File: src/hw/mpc_pkg.sv
// Package of constants and types for the modem power and channel plan block
package mpc_pkg;

    // ***********************************************
    // Register offsets of the plain register port
    // ***********************************************
    localparam logic [3:0] ADDR_CTRL = 4'h0;
    localparam logic [3:0] ADDR_CHCFG = 4'h1;
    localparam logic [3:0] ADDR_BAND = 4'h2;
    localparam logic [3:0] ADDR_TEMPCH = 4'h3;
    localparam logic [3:0] ADDR_STATUS = 4'h4;
    localparam logic [3:0] ADDR_CHAN = 4'h5;
    localparam logic [3:0] ADDR_FREQ = 4'h6;
    localparam logic [3:0] ADDR_CMD = 4'h7;

    // ***********************************************
    // Field positions and reset values
    // ***********************************************
    localparam int CFG_METHOD_LSB = 5;
    localparam logic [7:0] CHCFG_RST = 8'hA0;
    localparam logic [2:0] BAND_RST = 3'h0;
    localparam int CMD_RF_OFF = 0;
    localparam int CMD_RF_ON = 1;
    localparam int CMD_DOZE = 2;
    localparam int CMD_TX = 3;
    localparam int CMD_TEMPCH = 4;
    localparam int CMD_TEMPCLR = 5;

    // ***********************************************
    // Channel plan figures
    // ***********************************************
    localparam int NUM_CH = 24;
    localparam logic [11:0] BASE_2M_A = 12'd2433;
    localparam logic [11:0] BASE_2M_B = 12'd2420;
    localparam logic [11:0] BASE_2M_C = 12'd2423;
    localparam logic [11:0] BASE_1M_A = 12'd2426;
    localparam logic [11:0] BASE_1M_B = 12'd2450;

    // ***********************************************
    // Timing
    // ***********************************************
    localparam int CLK_HZ = 10_000_000;
    localparam int POR_MS = 220;
    localparam int WAKE_MS = 75;
    localparam int POR_CYC = POR_MS * (CLK_HZ / 1000);
    localparam int WAKE_CYC = WAKE_MS * (CLK_HZ / 1000);
    localparam int RX_HOP_DIV = 4;

    // ***********************************************
    // Types
    // ***********************************************
    typedef enum logic [2:0] {
        MPC_INIT = 3'b000,
        MPC_ACTIVE = 3'b001,
        MPC_DOZE = 3'b010,
        MPC_RFOFF = 3'b011,
        MPC_SHUT = 3'b100
    } mpc_state_t;

endpackage

File: src/hw/mpc_chan_map.sv
// Frequency number to carrier frequency mapping
`timescale 1ns/1ps
module mpc_chan_map (
    // Selection
    input wire logic [2:0] band,
    input wire logic [4:0] chan,
    // Result in MHz
    output logic [11:0] freq_mhz
);
    logic [11:0] n12;

    assign n12 = {7'h00, chan};

    always_comb begin
        unique case (band)
            3'h0: freq_mhz = mpc_pkg::BASE_2M_A + (n12 << 1);
            3'h1: freq_mhz = mpc_pkg::BASE_1M_A + n12;
            3'h2: freq_mhz = mpc_pkg::BASE_1M_B + n12;
            3'h3: freq_mhz = mpc_pkg::BASE_2M_B + (n12 << 1);
            3'h4: freq_mhz = mpc_pkg::BASE_2M_C + (n12 << 1);
            default: freq_mhz = mpc_pkg::BASE_2M_A + (n12 << 1);
        endcase
    end
endmodule

File: src/hw/mpc_hop.sv
// Channel stepper walking one frequency group
`timescale 1ns/1ps
module mpc_hop (
    // Clock and reset
    input wire logic clk,
    input wire logic arst_n,
    // Control
    input wire logic restart,
    input wire logic step,
    input wire logic [4:0] group,
    input wire logic [4:0] ngroups,
    // Current frequency number
    output logic [4:0] chan
);
    logic [5:0] sum;

    assign sum = {1'b0, chan} + {1'b0, ngroups};

    always_ff @(posedge clk or negedge arst_n) begin
        if (!arst_n) begin
            chan <= 5'h00;
        end else if (restart) begin
            chan <= group;
        end else if (step) begin
            // Members are g, g+N, g+2N... below 24
            if (sum >= 6'(mpc_pkg::NUM_CH)) begin
                chan <= group;
            end else begin
                chan <= sum[4:0];
            end
        end
    end
endmodule

File: src/hw/mpc_top.sv
// Power state and channel plan control of the serial radio modem
// Notes on behaviour
// - After power-up and initialisation the block sits in the active state.
// - Doze listens intermittently; a wake-up packet returns it to active.
// - RF-off command enters RF power-down; RF-on command returns to active.
// - In RF power-down registers keep values and stay readable and writable.
// - Shutdown pin low stops everything; high releases shutdown.
// - Leaving shutdown resets temporary settings; stored configuration applies.
// - Commands accepted 220 ms after power-on, 75 ms after shutdown release.
// - Shutdown entered from doze returns to doze on release.
// - Channels are frequency numbers 0 to 23 chosen by band.
// - 2 MHz bands: base 2433, 2420 or 2423 plus 2n MHz.
// - 1 MHz bands: base 2426 or 2450 plus n MHz.
// - Method and group both come from one configuration register.
// - Eight methods: 1x24 up to 24x1; group must be below group count.
// - Single-group method hops over all 24 channels.
// - 24-group method stays on one fixed channel.
// - Multi-channel groups search for a clear channel before linking.
// - Group g of N holds numbers whose remainder modulo N is g.
// - Configuration defaults to group 0 of the eight-group method.
// - Receiver hops slower than transmitter, which hops per retry.
`timescale 1ns/1ps
module mpc_top #(
    parameter int POR_CYCLES = mpc_pkg::POR_CYC,
    parameter int WAKE_CYCLES = mpc_pkg::WAKE_CYC
) (
    // Clock and reset
    input wire logic clk,
    input wire logic arst_n,
    // Shutdown pin, low active
    input wire logic shut_n,
    // Radio events
    input wire logic wake_pkt,
    input wire logic listen_tick,
    input wire logic retry,
    input wire logic chan_clear,
    // Register port
    input wire logic [3:0] addr,
    input wire logic [7:0] wdata,
    input wire logic wr,
    input wire logic rd,
    output logic [7:0] rdata,
    // Status
    output logic [2:0] state,
    output logic rf_en,
    output logic rx_listen,
    output logic cmd_ready,
    output logic cmd_err,
    output logic tx_go,
    output logic linked,
    output logic [4:0] chan_out,
    output logic [11:0] freq_out
);
    // ***********************************************
    // Declarations
    // ***********************************************
    mpc_pkg::mpc_state_t state_r;
    logic [7:0] chan_group_config_r;
    logic [2:0] band_r;
    logic [4:0] temp_chan_r;
    logic temp_valid_r;
    logic from_doze_r;
    logic [23:0] wait_cnt_r;
    logic cold_r;
    logic [7:0] rdata_r;
    logic cmd_err_r;
    logic tx_go_r;
    logic linked_r;
    logic searching_r;
    logic [1:0] rx_div_r;
    logic [4:0] chan_r;
    logic [11:0] freq_r;
    logic [2:0] method;
    logic [4:0] ngroups;
    logic [4:0] grp_raw;
    logic [4:0] grp;
    logic [4:0] hop_chan;
    logic [4:0] sel_chan;
    logic [11:0] map_freq;
    logic hop_step;
    logic hop_restart;
    logic busy;
    logic cmd_wr;
    logic [7:0] cfg_wd;

    // ***********************************************
    // Method decode
    // ***********************************************
    assign method = chan_group_config_r[7:mpc_pkg::CFG_METHOD_LSB];
    assign grp_raw = chan_group_config_r[4:0];

    always_comb begin
        unique case (method)
            3'h0: ngroups = 5'd1;
            3'h1: ngroups = 5'd2;
            3'h2: ngroups = 5'd3;
            3'h3: ngroups = 5'd4;
            3'h4: ngroups = 5'd6;
            3'h5: ngroups = 5'd8;
            3'h6: ngroups = 5'd12;
            3'h7: ngroups = 5'd24;
        endcase
    end

    // Clamp a written group to the method's range
    always_comb begin
        cfg_wd = wdata;
        unique case (wdata[7:5])
            3'h0: cfg_wd[4:0] = 5'd0;
            3'h1: cfg_wd[4:0] = (wdata[4:0] > 5'd1) ? 5'd1 : wdata[4:0];
            3'h2: cfg_wd[4:0] = (wdata[4:0] > 5'd2) ? 5'd2 : wdata[4:0];
            3'h3: cfg_wd[4:0] = (wdata[4:0] > 5'd3) ? 5'd3 : wdata[4:0];
            3'h4: cfg_wd[4:0] = (wdata[4:0] > 5'd5) ? 5'd5 : wdata[4:0];
            3'h5: cfg_wd[4:0] = (wdata[4:0] > 5'd7) ? 5'd7 : wdata[4:0];
            3'h6: cfg_wd[4:0] = (wdata[4:0] > 5'd11) ? 5'd11 : wdata[4:0];
            3'h7: cfg_wd[4:0] = (wdata[4:0] > 5'd23) ? 5'd23 : wdata[4:0];
        endcase
    end

    // A config write restarts the hop on the group being written
    assign grp = (wr && !busy && addr == mpc_pkg::ADDR_CHCFG)
        ? cfg_wd[4:0] : grp_raw;
    assign busy = (state_r == mpc_pkg::MPC_INIT)
        || (state_r == mpc_pkg::MPC_SHUT);
    assign cmd_wr = wr && (addr == mpc_pkg::ADDR_CMD) && !busy;

    // ***********************************************
    // Power state machine
    // ***********************************************
    always_ff @(posedge clk or negedge arst_n) begin
        if (!arst_n) begin
            state_r <= mpc_pkg::MPC_INIT;
        end else if (!shut_n) begin
            state_r <= mpc_pkg::MPC_SHUT;
        end else begin
            unique case (state_r)
                mpc_pkg::MPC_INIT: begin
                    if (wait_cnt_r == 24'h000000) begin
                        if (from_doze_r) begin
                            state_r <= mpc_pkg::MPC_DOZE;
                        end else begin
                            state_r <= mpc_pkg::MPC_ACTIVE;
                        end
                    end
                end
                mpc_pkg::MPC_ACTIVE: begin
                    if (cmd_wr && wdata[mpc_pkg::CMD_RF_OFF]) begin
                        state_r <= mpc_pkg::MPC_RFOFF;
                    end else if (cmd_wr && wdata[mpc_pkg::CMD_DOZE]) begin
                        state_r <= mpc_pkg::MPC_DOZE;
                    end
                end
                mpc_pkg::MPC_DOZE: begin
                    if (wake_pkt) begin
                        state_r <= mpc_pkg::MPC_ACTIVE;
                    end
                end
                mpc_pkg::MPC_RFOFF: begin
                    if (cmd_wr && wdata[mpc_pkg::CMD_RF_ON]) begin
                        state_r <= mpc_pkg::MPC_ACTIVE;
                    end
                end
                mpc_pkg::MPC_SHUT: begin
                    state_r <= mpc_pkg::MPC_INIT;
                end
                default: state_r <= mpc_pkg::MPC_INIT;
            endcase
        end
    end

    // Remember doze across shutdown
    always_ff @(posedge clk or negedge arst_n) begin
        if (!arst_n) begin
            from_doze_r <= 1'b0;
        end else if (!shut_n && state_r != mpc_pkg::MPC_SHUT
                && state_r != mpc_pkg::MPC_INIT) begin
            from_doze_r <= (state_r == mpc_pkg::MPC_DOZE);
        end else if (state_r == mpc_pkg::MPC_ACTIVE
                || state_r == mpc_pkg::MPC_RFOFF) begin
            from_doze_r <= 1'b0;
        end
    end

    // ***********************************************
    // Initialisation timer
    // ***********************************************
    always_ff @(posedge clk or negedge arst_n) begin
        if (!arst_n) begin
            wait_cnt_r <= 24'(mpc_pkg::POR_CYC - 1);
            cold_r <= 1'b1;
        end else if (!shut_n) begin
            wait_cnt_r <= 24'(WAKE_CYCLES - 1);
            cold_r <= 1'b0;
        end else if (state_r == mpc_pkg::MPC_INIT) begin
            if (cold_r && wait_cnt_r > 24'(POR_CYCLES - 1)) begin
                wait_cnt_r <= 24'(POR_CYCLES - 1);
            end else if (wait_cnt_r != 24'h000000) begin
                wait_cnt_r <= wait_cnt_r - 24'h000001;
            end
        end
    end

    // ***********************************************
    // Configuration registers
    // ***********************************************
    always_ff @(posedge clk or negedge arst_n) begin
        if (!arst_n) begin
            chan_group_config_r <= mpc_pkg::CHCFG_RST;
            band_r <= mpc_pkg::BAND_RST;
        end else if (wr && !busy) begin
            // Writable in every running state, RF off included
            if (addr == mpc_pkg::ADDR_CHCFG) begin
                chan_group_config_r <= cfg_wd;
            end
            if (addr == mpc_pkg::ADDR_BAND && wdata[2:0] <= 3'h4) begin
                band_r <= wdata[2:0];
            end
        end
    end

    // Temporary channel, lost on shutdown
    always_ff @(posedge clk or negedge arst_n) begin
        if (!arst_n) begin
            temp_chan_r <= 5'h00;
            temp_valid_r <= 1'b0;
        end else if (!shut_n) begin
            temp_valid_r <= 1'b0;
        end else if (wr && !busy && addr == mpc_pkg::ADDR_TEMPCH
                && wdata[4:0] < 5'(mpc_pkg::NUM_CH)) begin
            temp_chan_r <= wdata[4:0];
        end else if (cmd_wr && wdata[mpc_pkg::CMD_TEMPCLR]) begin
            temp_valid_r <= 1'b0;
        end else if (cmd_wr && wdata[mpc_pkg::CMD_TEMPCH]) begin
            temp_valid_r <= 1'b1;
        end
    end

    // ***********************************************
    // Command answers
    // ***********************************************
    always_ff @(posedge clk or negedge arst_n) begin
        if (!arst_n) begin
            cmd_err_r <= 1'b0;
            tx_go_r <= 1'b0;
        end else begin
            cmd_err_r <= cmd_wr && wdata[mpc_pkg::CMD_TX]
                && state_r != mpc_pkg::MPC_ACTIVE;
            tx_go_r <= cmd_wr && wdata[mpc_pkg::CMD_TX]
                && state_r == mpc_pkg::MPC_ACTIVE;
        end
    end

    // ***********************************************
    // Channel search
    // ***********************************************
    // Receiver steps on every RX_HOP_DIV-th listen tick
    always_ff @(posedge clk or negedge arst_n) begin
        if (!arst_n) begin
            rx_div_r <= 2'h0;
        end else if (listen_tick) begin
            rx_div_r <= rx_div_r + 2'h1;
        end
    end

    assign hop_step = (ngroups != 5'd24) && !linked_r
        && (retry || (listen_tick && rx_div_r == 2'(mpc_pkg::RX_HOP_DIV - 1)));
    assign hop_restart = (state_r != mpc_pkg::MPC_ACTIVE)
        || (wr && addr == mpc_pkg::ADDR_CHCFG);

    always_ff @(posedge clk or negedge arst_n) begin
        if (!arst_n) begin
            searching_r <= 1'b0;
            linked_r <= 1'b0;
        end else if (hop_restart) begin
            searching_r <= 1'b0;
            linked_r <= 1'b0;
        end else if (!linked_r) begin
            searching_r <= ngroups != 5'd24;
            linked_r <= chan_clear;
        end
    end

    mpc_hop u_hop (
        .clk(clk),
        .arst_n(arst_n),
        .restart(hop_restart),
        .step(hop_step),
        .group(grp),
        .ngroups(ngroups),
        .chan(hop_chan)
    );

    assign sel_chan = temp_valid_r ? temp_chan_r : hop_chan;

    mpc_chan_map u_map (
        .band(band_r),
        .chan(sel_chan),
        .freq_mhz(map_freq)
    );

    always_ff @(posedge clk or negedge arst_n) begin
        if (!arst_n) begin
            chan_r <= 5'h00;
            freq_r <= 12'h000;
        end else begin
            chan_r <= sel_chan;
            freq_r <= map_freq;
        end
    end

    // ***********************************************
    // Register read port
    // ***********************************************
    always_ff @(posedge clk or negedge arst_n) begin
        if (!arst_n) begin
            rdata_r <= 8'h00;
        end else if (rd && !busy) begin
            unique case (addr)
                mpc_pkg::ADDR_CHCFG: rdata_r <= chan_group_config_r;
                mpc_pkg::ADDR_BAND: rdata_r <= {5'h00, band_r};
                mpc_pkg::ADDR_TEMPCH: rdata_r <= {temp_valid_r, 2'h0,
                    temp_chan_r};
                mpc_pkg::ADDR_STATUS: rdata_r <= {3'h0, linked_r,
                    searching_r, state_r};
                mpc_pkg::ADDR_CHAN: rdata_r <= {3'h0, chan_r};
                mpc_pkg::ADDR_FREQ: rdata_r <= freq_r[7:0];
                default: rdata_r <= 8'h00;
            endcase
        end else begin
            rdata_r <= 8'h00;
        end
    end

    // ***********************************************
    // Outputs
    // ***********************************************
    assign rdata = rdata_r;
    assign state = state_r;
    assign rf_en = state_r == mpc_pkg::MPC_ACTIVE;
    assign rx_listen = state_r == mpc_pkg::MPC_DOZE;
    assign cmd_ready = !busy;
    assign cmd_err = cmd_err_r;
    assign tx_go = tx_go_r;
    assign linked = linked_r;
    assign chan_out = chan_r;
    assign freq_out = freq_r;
endmodule

File: config.mk
export PLATFORM = sky130hd
export DESIGN_NAME = mpc_top
export DESIGN_NICKNAME = d
export VERILOG_FILES = /design/src/hw/mpc_pkg.sv /design/src/hw/mpc_chan_map.sv /design/src/hw/mpc_hop.sv /design/src/hw/mpc_top.sv
export SDC_FILE = /design/constraint.sdc
export NUM_CORES = 1
export LEC_CHECK = 0
export BUFFER_PORTS_ARGS = -buffer_cell sky130_fd_sc_hd__buf_4
export CAP_MARGIN = 40
export CORE_MARGIN = 2
export CORE_UTILIZATION = 64
export CTS_CLUSTER_DIAMETER = 150
export DETAILED_ROUTE_END_ITERATION = 8
export GPL_ROUTABILITY_DRIVEN = 0
export PLACE_DENSITY = 0.87
export REMOVE_ABC_BUFFERS = 1
export SLEW_MARGIN = 20
export SYNTH_ARGS = -nofsm -noshare
export SYNTH_HDL_FRONTEND = slang
export SYNTH_SLANG_ARGS = --single-unit
export TNS_END_PERCENT = 100
File: constraint.sdc
create_clock -name clk -period 6.2 [get_ports clk]
set_input_delay 0.31 -clock clk [delete_from_list [all_inputs] [get_ports clk]]
set_output_delay 0.31 -clock clk [all_outputs]
set_load 0.01 [all_outputs]
* Yosys cells after proc, flatten, opt, wreduce, memory -nomap -nowiden *
Memories as Yosys holds them, arrays and structs flattened.
Index checks and enable logic that the tools add are counted.

operators by class
  add/subtract/negate cells = 8
  mux-type cells = 38
  reductions and logical operators = 43
  order comparisons = 11
  equal/unequal tests = 35

operator list
  kind                                                                     count
  24-bit 2-to-1 mux                                                        4
  5-bit 2-to-1 mux                                                         12
  12-bit case mux with 4 select lines                                      1
  8-bit case mux with 6 select lines                                       1
  5-bit case mux with 8 select lines                                       1
  12-bit by 6-bit adder with 12-bit output (first input constant)          3
  12-bit by 5-bit adder with 12-bit output (first input constant)          2
  24-bit by 22-bit > comparator with 1-bit output (second input constant)  1
  24-bit logical NOT                                                       1
  24-bit nonzero test                                                      1
  24-bit by 1-bit subtractor with 24-bit output (second input constant)    1
  1-bit logical AND                                                        23
  3-bit by 2-bit equality test with 1-bit output (second input constant)   6
  3-bit equality test (second input constant)                              6
  3-bit 2-to-1 mux                                                         6
  4-bit by 3-bit equality test with 1-bit output (second input constant)   4
  3-bit case mux with 4 select lines                                       1
  5-bit by 2-bit > comparator with 1-bit output (second input constant)    2
  5-bit by 3-bit > comparator with 1-bit output (second input constant)    2
  1-bit 2-to-1 mux                                                         10
  2-bit AND reduction                                                      5
  3-bit by 1-bit equality test with 1-bit output (second input constant)   3
  3-bit by 1-bit != test with 1-bit output (second input constant)         3
  3-bit != test (second input constant)                                    3
  other kinds (24)                                                         33

storage, ports and cells
  ROM bits = 40
  bits in registers = 82
  memories kept = 1
  word-level logic and storage cells = 153
  bits of input ports = 21
  output and inout bits = 34

memory list
  name              words  width  read ports  clocked after memory_dff  write ports  line           source
  (name not given)  8      5      1           0                         0            mpc_top.sv:93  unique case (method)

* Logic depth before layout (Yosys ltp) *
Gate-level depths: netlist (run 1).

  word-level depth = 9
  depth in mapped cells = 11
  gate-level depth less buffers = 10

* Modules after synthesis *
From an unflattened synthesis (run 1), not the netlist that was laid out.

unflattened totals
  cell total of the unflattened synthesis = 567
  area total of the unflattened synthesis = 5223.8 um2

by module, submodules not included
  module        seq. area each (um2)  area each (um2)  cells each  instances
  mpc_top       1945.6                4120.2           412         1
  mpc_chan_map  0.0                   598.1            98          1
  mpc_hop       125.1                 505.5            57          1

* Worst setup path after synthesis (run 1) *
Ideal clock, no wire load.

  kind = reg-to-reg
  start point = register chan_group_config_r[5]
  end point = register u_hop.chan[1]
  arrival time = 2.650 ns
  slack = 3.415 ns
  period minus slack after synthesis = 2.785 ns
  cell stages (with the launch flop) = 12
  required time = 6.065 ns
  buffers on the path = 1
  setup time = 0.135 ns
  cell sequence = dfstp_2 > inv_1 > ha_1 > mux2_2 > fa_1 > a21o_1 > a21oi_1 > xor2_1 > o211a_1 > buf_2 > mux2i_1 > o21ai_0

on the way
  longest elaborated chain between the ends = 6
  elaborated cells on any way between the ends = 10
  those cells by class = 1 x add/sub; 1 x order compare; 1 x eq/ne; 3 x mux; 3 x reduce/logical; 1 x memory

ends and longest elaborated chain
  what                                            line            source
  start, declared                                 mpc_top.sv:58   logic [7:0] chan_group_config_r;
  start signal, assigned                          mpc_top.sv:208  chan_group_config_r <= mpc_pkg::CHCFG_RST;
  start signal, assigned                          mpc_top.sv:213  chan_group_config_r <= cfg_wd;
  memory read 8 x 5 bit (*)                       --
  5-bit by 5-bit adder with 6-bit output          mpc_hop.sv:17   assign sum = {1'b0, chan} + {1'b0, ngroups};
  6-bit by 5-bit >= comparator with 1-bit output  mpc_hop.sv:26   if (sum >= 6'(mpc_pkg::NUM_CH)) begin
  5-bit 2-to-1 mux                                mpc_hop.sv:26
  5-bit 2-to-1 mux                                mpc_hop.sv:24   end else if (step) begin
  5-bit 2-to-1 mux                                mpc_hop.sv:22   end else if (restart) begin
  end signal, assigned                            mpc_hop.sv:23   chan <= group;
  end signal, assigned                            mpc_hop.sv:27   chan <= group;
  end signal, assigned                            mpc_hop.sv:29   chan <= sum[4:0];
  end, declared                                   mpc_hop.sv:13   output logic [4:0] chan

Every way passes the cells marked *; elsewhere a longest branch is shown, timed or not. The select of a mux whose other input is x is not followed.
A chain may end at the register's enable or synchronous reset.

* Final worst setup path (run 1) *
  start point = register chan_group_config_r[5]
  end point = register u_hop.chan[2]

The elaborated chain is that of the path after synthesis.

==> impl_results.md, run 1 <==
- Status: complete, no violations
- Die X: 92.7 µm
- CP endpoint kind: flop
- Worst setup SP type: flop
- Final-report max-slew violation count: 0
- Worst VDD drop: approximately 0.29 mV
- Area contributors post-synth: dfrtp_1 32%, dfstp_2 7.8%, o21ai_0 4.6%, nor2_1 4.0%, ha_1 3.7%
- RSZ-0062 raised after global routing: false
- Initial antenna violation count: 0
- Number of global-route vias before repair: between 4,000 and 5,000
- Final worst clock skew: about 9.5 ps
- Starting DRC count in detailed routing: 341
- Placeable Area: ~0.0077 mm²
- Largest net degree at the start of global routing: 51
- Layout cells sized above 1: 0.202
- Area share of the largest cell type after synthesis: 0.318
- Period utilisation layout: 0.510
- H-tree depth: 3
- Fin util: 0.735
- Drt first pass iters: 5
- Remaining Overflow, GRT: 0
- Post-synth EDFFs: 0
- Multi-input gate area: between 0.002 and 0.003 mm²
- Final worst slack: between 3000 and 4000 ps
- Final instance area: roughly 0.0056 mm²
- Minimum clock period: approximately 3200 ps
- Detail Placement HPWL: 9.12 mm
- Worst Path Arrival: 3370 ps
- PD cells: around 330 mW/mm²
- Die area: between 0.008 and 0.009 mm²
- CTS Root Cell: clkbuf_8
- Wire per inst: ~18 µm
- Sink Count: 79
- Pleak: ~2.4 nW
- Worst-margin pin slew: between 800 and 900 ps
- Async set or reset register ratio after synthesis: 1.00
- I/O pin total: 55
- Synth warn: 0
- Top_reg_cell synth: dfrtp_1
- Max Freq: around 320 MHz
- Area growth, synth to finish: 12.3%
- Nets@finish: 612
- Vias/cell: ~6.6
- Antenna fix cells: 0
- Setup slack at placement: around 3200 ps
- Dpl cell area: between 0.005 and 0.006 mm²
- Syn Inst Count: about 540
- # rows: 32
- Post-layout total power: between 1.5 and 2 mW
- TritonCTS clock tree: done
- First-pass GRT wire length: roughly 21 mm
- Post-CTS Setup Repair Bufs: 0
- CP Class: flop to flop
- CP Max Fanout: 7
- DR vias: 4,483
- Max Cap Viol: 0
- Syn_area_per_cell: 9.26 µm²
- WL final: roughly 13 mm
- Final setup viols: 0
- Distinct cells, synth: 84
- Worst relative slew slack: 0.461
- Layout fillers: 557
- Die height: a little over 90 µm
- Hold Violations, Final: 0
- Worst Path Required: 6400 ps
- Port bufs: 52
- Initial Util: 0.654
- Sequential standard cell area: 0.00200 mm²
- Worst-skew pair later-pin latency: approximately 360 ps
- Antenna-violating nets left: 0
- Syn Std Cell Area: between 0.005 and 0.006 mm²
- Area leader, netlist: dfrtp_1
- Num CTS Buffers: 9
- Maximum root-to-sink buffer count: 2
- Hold Path Class: primary input to flop
- FF+latch count, synth: just under 80
- Total track usage: 0.308
- Drc violations: 0
- R2r setup slk: about 3000 ps
- Register area share after synthesis: 0.397
- Sum Neg Setup Slack: 0 ps
- Clk slew on worst S/H paths: approximately 80 ps
==> cells in the final DEF (no fill, tap or decap), types with 6 or more instances in the layout <==
cell type,count
dfstp_2,15
ha_1,15
or3_1,6
o31ai_1,8
nor2b_1,10
nor2_1,54
a211oi_1,16
mux2i_1,12
o21ai_0,46
nor3_1,18
a22oi_1,7
nor4_1,8
dfrtp_1,64
mux2_2,12
buf_4,53
clkbuf_8,9
a21o_1,7
inv_1,21
nand2_1,41
a21oi_1,23
==> layout make-up <==
cell class,instances,share of cell area
Sequential cell,79,0.353
Multi-Input combinational cell,406,0.491
Tap cell,102,0.0226
Clock inverter,3,0.00819
Timing Repair Buffer,56,0.0780
Clock buffer,13,0.0321
Inverter,23,0.0153
==> worst max-delay path: stages, from the launching register on <==
cell and delay [ps]:
dfstp_2 570, inv_1 90, ha_1 300, mux2_2 300, ha_1 310, a211oi_1 430
nor2_1 120, xnor2_1 220, o211a_1 350, mux2i_1 220, o21ai_0 90
==> cells in the mapped netlist (5+ instances only) <==
library cell,instances
nand2b_1,5
o31ai_1,8
clkbuf_1,20
a21o_1,7
nand3_1,5
a211oi_1,16
nor3_1,18
ha_1,15
nor2_1,54
mux2_2,12
nand4_1,5
dfrtp_1,64
or3_1,6
inv_1,21
a21oi_1,23
dfstp_2,15
a22oi_1,7
and3_1,5
a31oi_1,5
nor4_1,8
nor2b_1,10
o21ai_0,46
buf_2,5
mux2i_1,12
nand2_1,41
==> where the power goes <==
group	switching, mW	total (mW)	leakage, nW	internal (mW)
combinational	0.365	0.654	1.35	0.289
clock	0.195	0.431	0.110	0.236
sequential	0.136	0.762	0.987	0.626
total	0.695	1.85	2.44	1.15
==> sequential cells by signal (all words and copies together), names as in the netlist, 5 cells and up <==
register and flops:
wait_cnt_r 24, u_hop.chan 5, chan_out 5, temp_chan_r 5, freq_out 9, rdata 8
chan_group_config_r 8
==> path summary, 6_finish.rpt <==
| check | to | start | cells past startpoint |
|---|---|---|---|
| max | u_hop.chan[2] | chan_group_config_r[5] | 10 |
| max reg2reg | u_hop.chan[2] | chan_group_config_r[5] | 10 |
| max in group asynchronous | chan_group_config_r[5] | arst_n | 3 |
| min in group asynchronous | u_hop.chan[1] | arst_n | 2 |
| min reg2reg | cold_r | cold_r | 2 |
| min | rx_div_r[0] | listen_tick | 2 |
==> cell families after synthesis <==
family,share of synthesized area
other,0.00149
muxes,0.0507
xor gates and xnor gates,0.0104
AOI/OAI and AO/OA,0.241
adders and majority gates,0.0433
and+or+nand+nor,0.204
buffers and inverters,0.0530
DFF,0.397
==> per-layer routing <==
layer / track usage / up-vias / share of wire
met5: 0 / - / 0
met2: 0.514 / 219 / 0.51
met4: 0.121 / 0 / 0.026
li1: - / 2077 / -
met1: 0.403 / 2147 / 0.40
met3: 0.0504 / 40 / 0.070
==> metrics by stage <==
stage	std cells	hold WS, ps
CTS	681	151
global placement	663	458
global route	682	160
floorplan	508	14.4
detailed placement	664	266
finish	682	151
==> timing repair <==
action,in CTS,in global routing
gates resized for setup,0,0
endpoints found under the setup margin,0,0
hold buffers,1,0
hold endpoints to repair,28,0
Power figures use the tool's default switching activity.
==> inputs of run 2 (changes only) <==
--- a/config.mk
+++ b/config.mk
@@ -5,14 +5,15 @@
 export SDC_FILE = /design/constraint.sdc
 export NUM_CORES = 1
 export LEC_CHECK = 0
+export ABC_AREA = 1
 export BUFFER_PORTS_ARGS = -buffer_cell sky130_fd_sc_hd__buf_4
 export CAP_MARGIN = 40
 export CORE_MARGIN = 2
-export CORE_UTILIZATION = 64
+export CORE_UTILIZATION = 54
 export CTS_CLUSTER_DIAMETER = 150
 export DETAILED_ROUTE_END_ITERATION = 8
 export GPL_ROUTABILITY_DRIVEN = 0
-export PLACE_DENSITY = 0.87
+export PLACE_DENSITY = 0.78
 export REMOVE_ABC_BUFFERS = 1
 export SLEW_MARGIN = 20
 export SYNTH_ARGS = -nofsm -noshare
==> constraint.sdc (replaced) <==
create_clock -name clk -period 2.8 [get_ports clk]
set_input_delay 0.14 -clock clk [delete_from_list [all_inputs] [get_ports clk]]
set_output_delay 0.14 -clock clk [all_outputs]
set_load 0.01 [all_outputs]
==> impl_results.md, run 2 <==
- Starting DRC count in detailed routing: 322 (-5.6%)
- Worst-margin pin slew: 547 ps (-262 ps)
- Worst-skew pair later-pin latency: 370 ps (about the same)
- Hold WS: 55.5 ps (-95.3 ps)
- # rows: 36 (+13%)
- Post-CTS Setup Repair Bufs: 0 (unchanged)
- TritonCTS clock tree: done
- Period utilisation layout: 0.908 (+0.398)
- Internal power: 2.44 mW (+110%)
- Num CTS Buffers: 9 (unchanged)
- Largest stage delay, worst path: 590 ps (+20 ps)
- Max reg flops: 24 (unchanged)
- Worst Setup SP: chan_group_config_r[5]
- Drt first pass iters: 6 (+1)
- Cts repair resizes: 0 (unchanged)
- Syn Inst Count: 736 (+36%)
- Dpl cells: 913 (+38%)
- Post-Layout Cell Count: 933 (+37%)
- Hold Violations, Final: 0 (unchanged)
- Number of global-route vias before repair: 4,827 (+12%)
- CP dominant cell by count: nand2_1
- DR vias: 5,103 (+14%)
- Final worst clock skew: 13.3 ps (+3.78 ps)
- H-tree depth: 3 (unchanged)
- Syn Std Cell Area: 0.00527 mm² (+4.7%)
- Most common cell after layout, fill and taps aside: nand2_1
- Hold Path Class: primary input to flop
- Nets@finish: 831 (+36%)
- CTS Root Cell: clkbuf_8
- Met2 WL: 7.06 mm (+11%)
- Maximum root-to-sink buffer count: 2 (unchanged)
- Max layer used: met4
- Clk slew on worst S/H paths: 90 ps (about the same)
- Area contributors post-synth: dfrtp_1 30%, nand2_1 16%, dfstp_2 7.5%, inv_1 6.8%, nand3_1 6.6%
- Clock share of power: 0.212 (-0.021)
- Antenna fix cells: 0 (unchanged)
- Post-layout total power: 4.20 mW (+130%)
- Remaining Overflow, GRT: 0 (unchanged)
- CP Max Fanout: 7 (unchanged)
- Distinct cells, synth: 49 (-42%)
- Die height: 103 µm (+11%)
- Area leader, netlist: dfrtp_1
- Crit path to: u_hop.chan[0]
- Worst Path Arrival: 2810 ps (-560 ps)
- Combinational Power Share: 0.404 (+0.050)
- Minimum clock period: 2540 ps (-620 ps)
- Sum Neg Setup Slack: 0 ps (unchanged)
- Max Cap Viol: 0 (unchanged)
- Total track usage: 0.272 (-0.0362)
- Worst setup SP type: flop
- Sw Share: 0.418 (+0.0415)
- RSZ-0062 raised after global routing: false
- R2r endpoint: u_hop.chan[0]
- Initial antenna violation count: 0 (unchanged)
- Commonest cells after routing, fill and taps aside: 220 x nand2_1, 95 x inv_1, 69 x nand3_1
- Initial Util: 0.546 (-0.108)
- Antenna-violating nets left: 0 (unchanged)
- Synth warn: 0 (unchanged)
- Top cells by count, synth: 220 x nand2_1, 95 x inv_1, 69 x nand3_1, 65 x nor2_1, 64 x dfrtp_1
- Final-report max-slew violation count: 0 (unchanged)
- Worst VDD drop: 0.527 mV (+82%)
- Placeable Area: 0.00964 mm² (+25%)
- Multi-input gate area: 0.00278 mm² (+0.41%)
- Largest net degree at the start of global routing: 60 (+18%)
- WL met3: 782 µm (-11%)
- Vias/cell: 5.47 (-17%)
- CP max stage cell: dfstp_2
- Area growth, synth to finish: 14.5%
- Sw power: 1.75 mW (+150%)
- Async set or reset register ratio after synthesis: 1.00 (unchanged)
- Met1 wire length: 5.52 mm (+10%)
- FF+latch count, synth: 79 (unchanged)
- Worst Path Required: 3060 ps (-3340 ps)
- I/O pin total: 55 (unchanged)
- Final setup viols: 0 (unchanged)
- Layout fillers: 884 (+59%)
- Critical-path cell list: inv_1, ha_1, nor2_1, nor2_1, fa_1, nand3_1, nand2_1, nand2_1, nand2_1, nand2_1, nand3_4, nor2_1, nor2_1, nand2_1, nand2_1
- Port bufs: 52 (unchanged)
- Biggest register: wait_cnt_r
- Origin of the critical flop-to-flop path: chan_group_config_r[5]
- Detail Placement HPWL: 10.5 mm (+15%)
- Max Freq: 393 MHz (+24%)
- Worst relative slew slack: 0.632 (+0.172)
- Post-synth EDFFs: 0 (unchanged)
- Die area: 0.0106 mm² (+23%)
- Sequential fraction of design power: 0.383 (-0.029)
- Top_reg_cell synth: dfrtp_1
- WL final: 13.8 mm (+9.7%)
- R2r setup slk: 260 ps (-2780 ps)
- Status: complete, no violations
- Register area share after synthesis: 0.379 (-0.0179)
- Most frequent cell after synthesis: nand2_1
- Layout cells sized above 1: 0.178 (-0.0242)
- CP endpoint kind: flop
- Die X: 103 µm (+11%)
- PD cells: 696 mW/mm² (+110%)
- Drc violations: 0 (unchanged)
- Syn_area_per_cell: 7.16 µm² (-23%)
- First-pass GRT wire length: 22.5 mm (+6.8%)
- Sink Count: 79 (unchanged)
- Worst reg2reg path depth: 15 (+5)
- Wire per inst: 14.8 µm (-20%)
- Area share of the largest cell type after synthesis: 0.304 (-0.0144)
- CP Class: flop to flop
- Sequential standard cell area: 0.00200 mm² (unchanged)
- Pleak: 3.02 nW (+24%)
run 2: cell count changes after synthesis, sizes merged, moves of 10 or more:
cell    change
nor4       -10
xor2       +10
a211oi     -15
nand3      +68
mux2       -11
mux2i      -12
inv        +83
nor2b      -10
clkbuf     -20
nor2       +31
nand2     +186
run 2: final cells by class:
type                            count  share of cell area
Tap cell                          133              0.0276
Multi-Input combinational cell    539               0.461
Inverter                          105              0.0657
Timing Repair Buffer               61              0.0809
Sequential cell                    79               0.331
Clock buffer                        9              0.0205
Clock inverter                      7              0.0133
run 2: how the worst min path moves through the flow:
stage,from,endpoint,slack [ps],cells past startpoint
floorplan,arst_n,band_r[0],-160,0
global placement,listen_tick,rx_div_r[0],340,2
detailed placement,arst_n,wait_cnt_r[11],50,1
CTS,wdata[5],temp_valid_r,50,2
global route,wdata[5],temp_valid_r,70,2
finish,wdata[5],temp_valid_r,60,2
run 2: timing repair:
action / 4_1_cts / 5_1_grt
endpoints found under the hold margin: 23 / 0
endpoints found under the setup margin: 0 / 0
hold buffers: 4 / 0
run 2: metrics by stage:
stage          instance area, µm²  setup slack, ps   util
5_1_grt                      6030             47.9  0.626
4_1_cts                      6030              289  0.626
3_5_place_dp                 5790              313  0.601
3_3_place_gp                 5760              410  0.598
6_report                     6030              257  0.626
2_1_floorplan                5170              505      -
run 2: critical path: cells and delay by family (launching register included):
| family | cells | cell delay, ps |
|---|---|---|
| flops | 1 | 590 |
| buf+inv | 1 | 90 |
| fa+ha+maj | 2 | 730 |
| simple gates | 12 | 1040 |
run 2: per-layer routing:
layer | global-route usage | up-vias
li1 | - | 2473
met1 | 0.328 | 2361
met2 | 0.480 | 229
met3 | 0.0461 | 40
met4 | 0.114 | 0
met5 | 0 | -
run 2: kinds of logic after synthesis:
logic type / count (synthesis) / synth area share
and+or+nand+nor: 416 / 0.359
buffers and inverters: 119 / 0.0936
AOI/OAI and AO/OA: 87 / 0.0995
DFF: 79 / 0.379
xor gates and xnor gates: 17 / 0.0283
adders and majority gates: 15 / 0.0371
other: 2 / 0.00143
muxes: 1 / 0.00214
run 2: power groups by stage:
stage	sequential, mW	combinational, mW	clock (mW)
3_5_place_dp	1.62	1.67	0
2_1_floorplan	1.59	1.12	0
4_1_cts	1.60	1.69	0.898
5_1_grt	1.63	1.93	0.960
6_report	1.61	1.70	0.890
3_3_place_gp	1.61	1.60	0
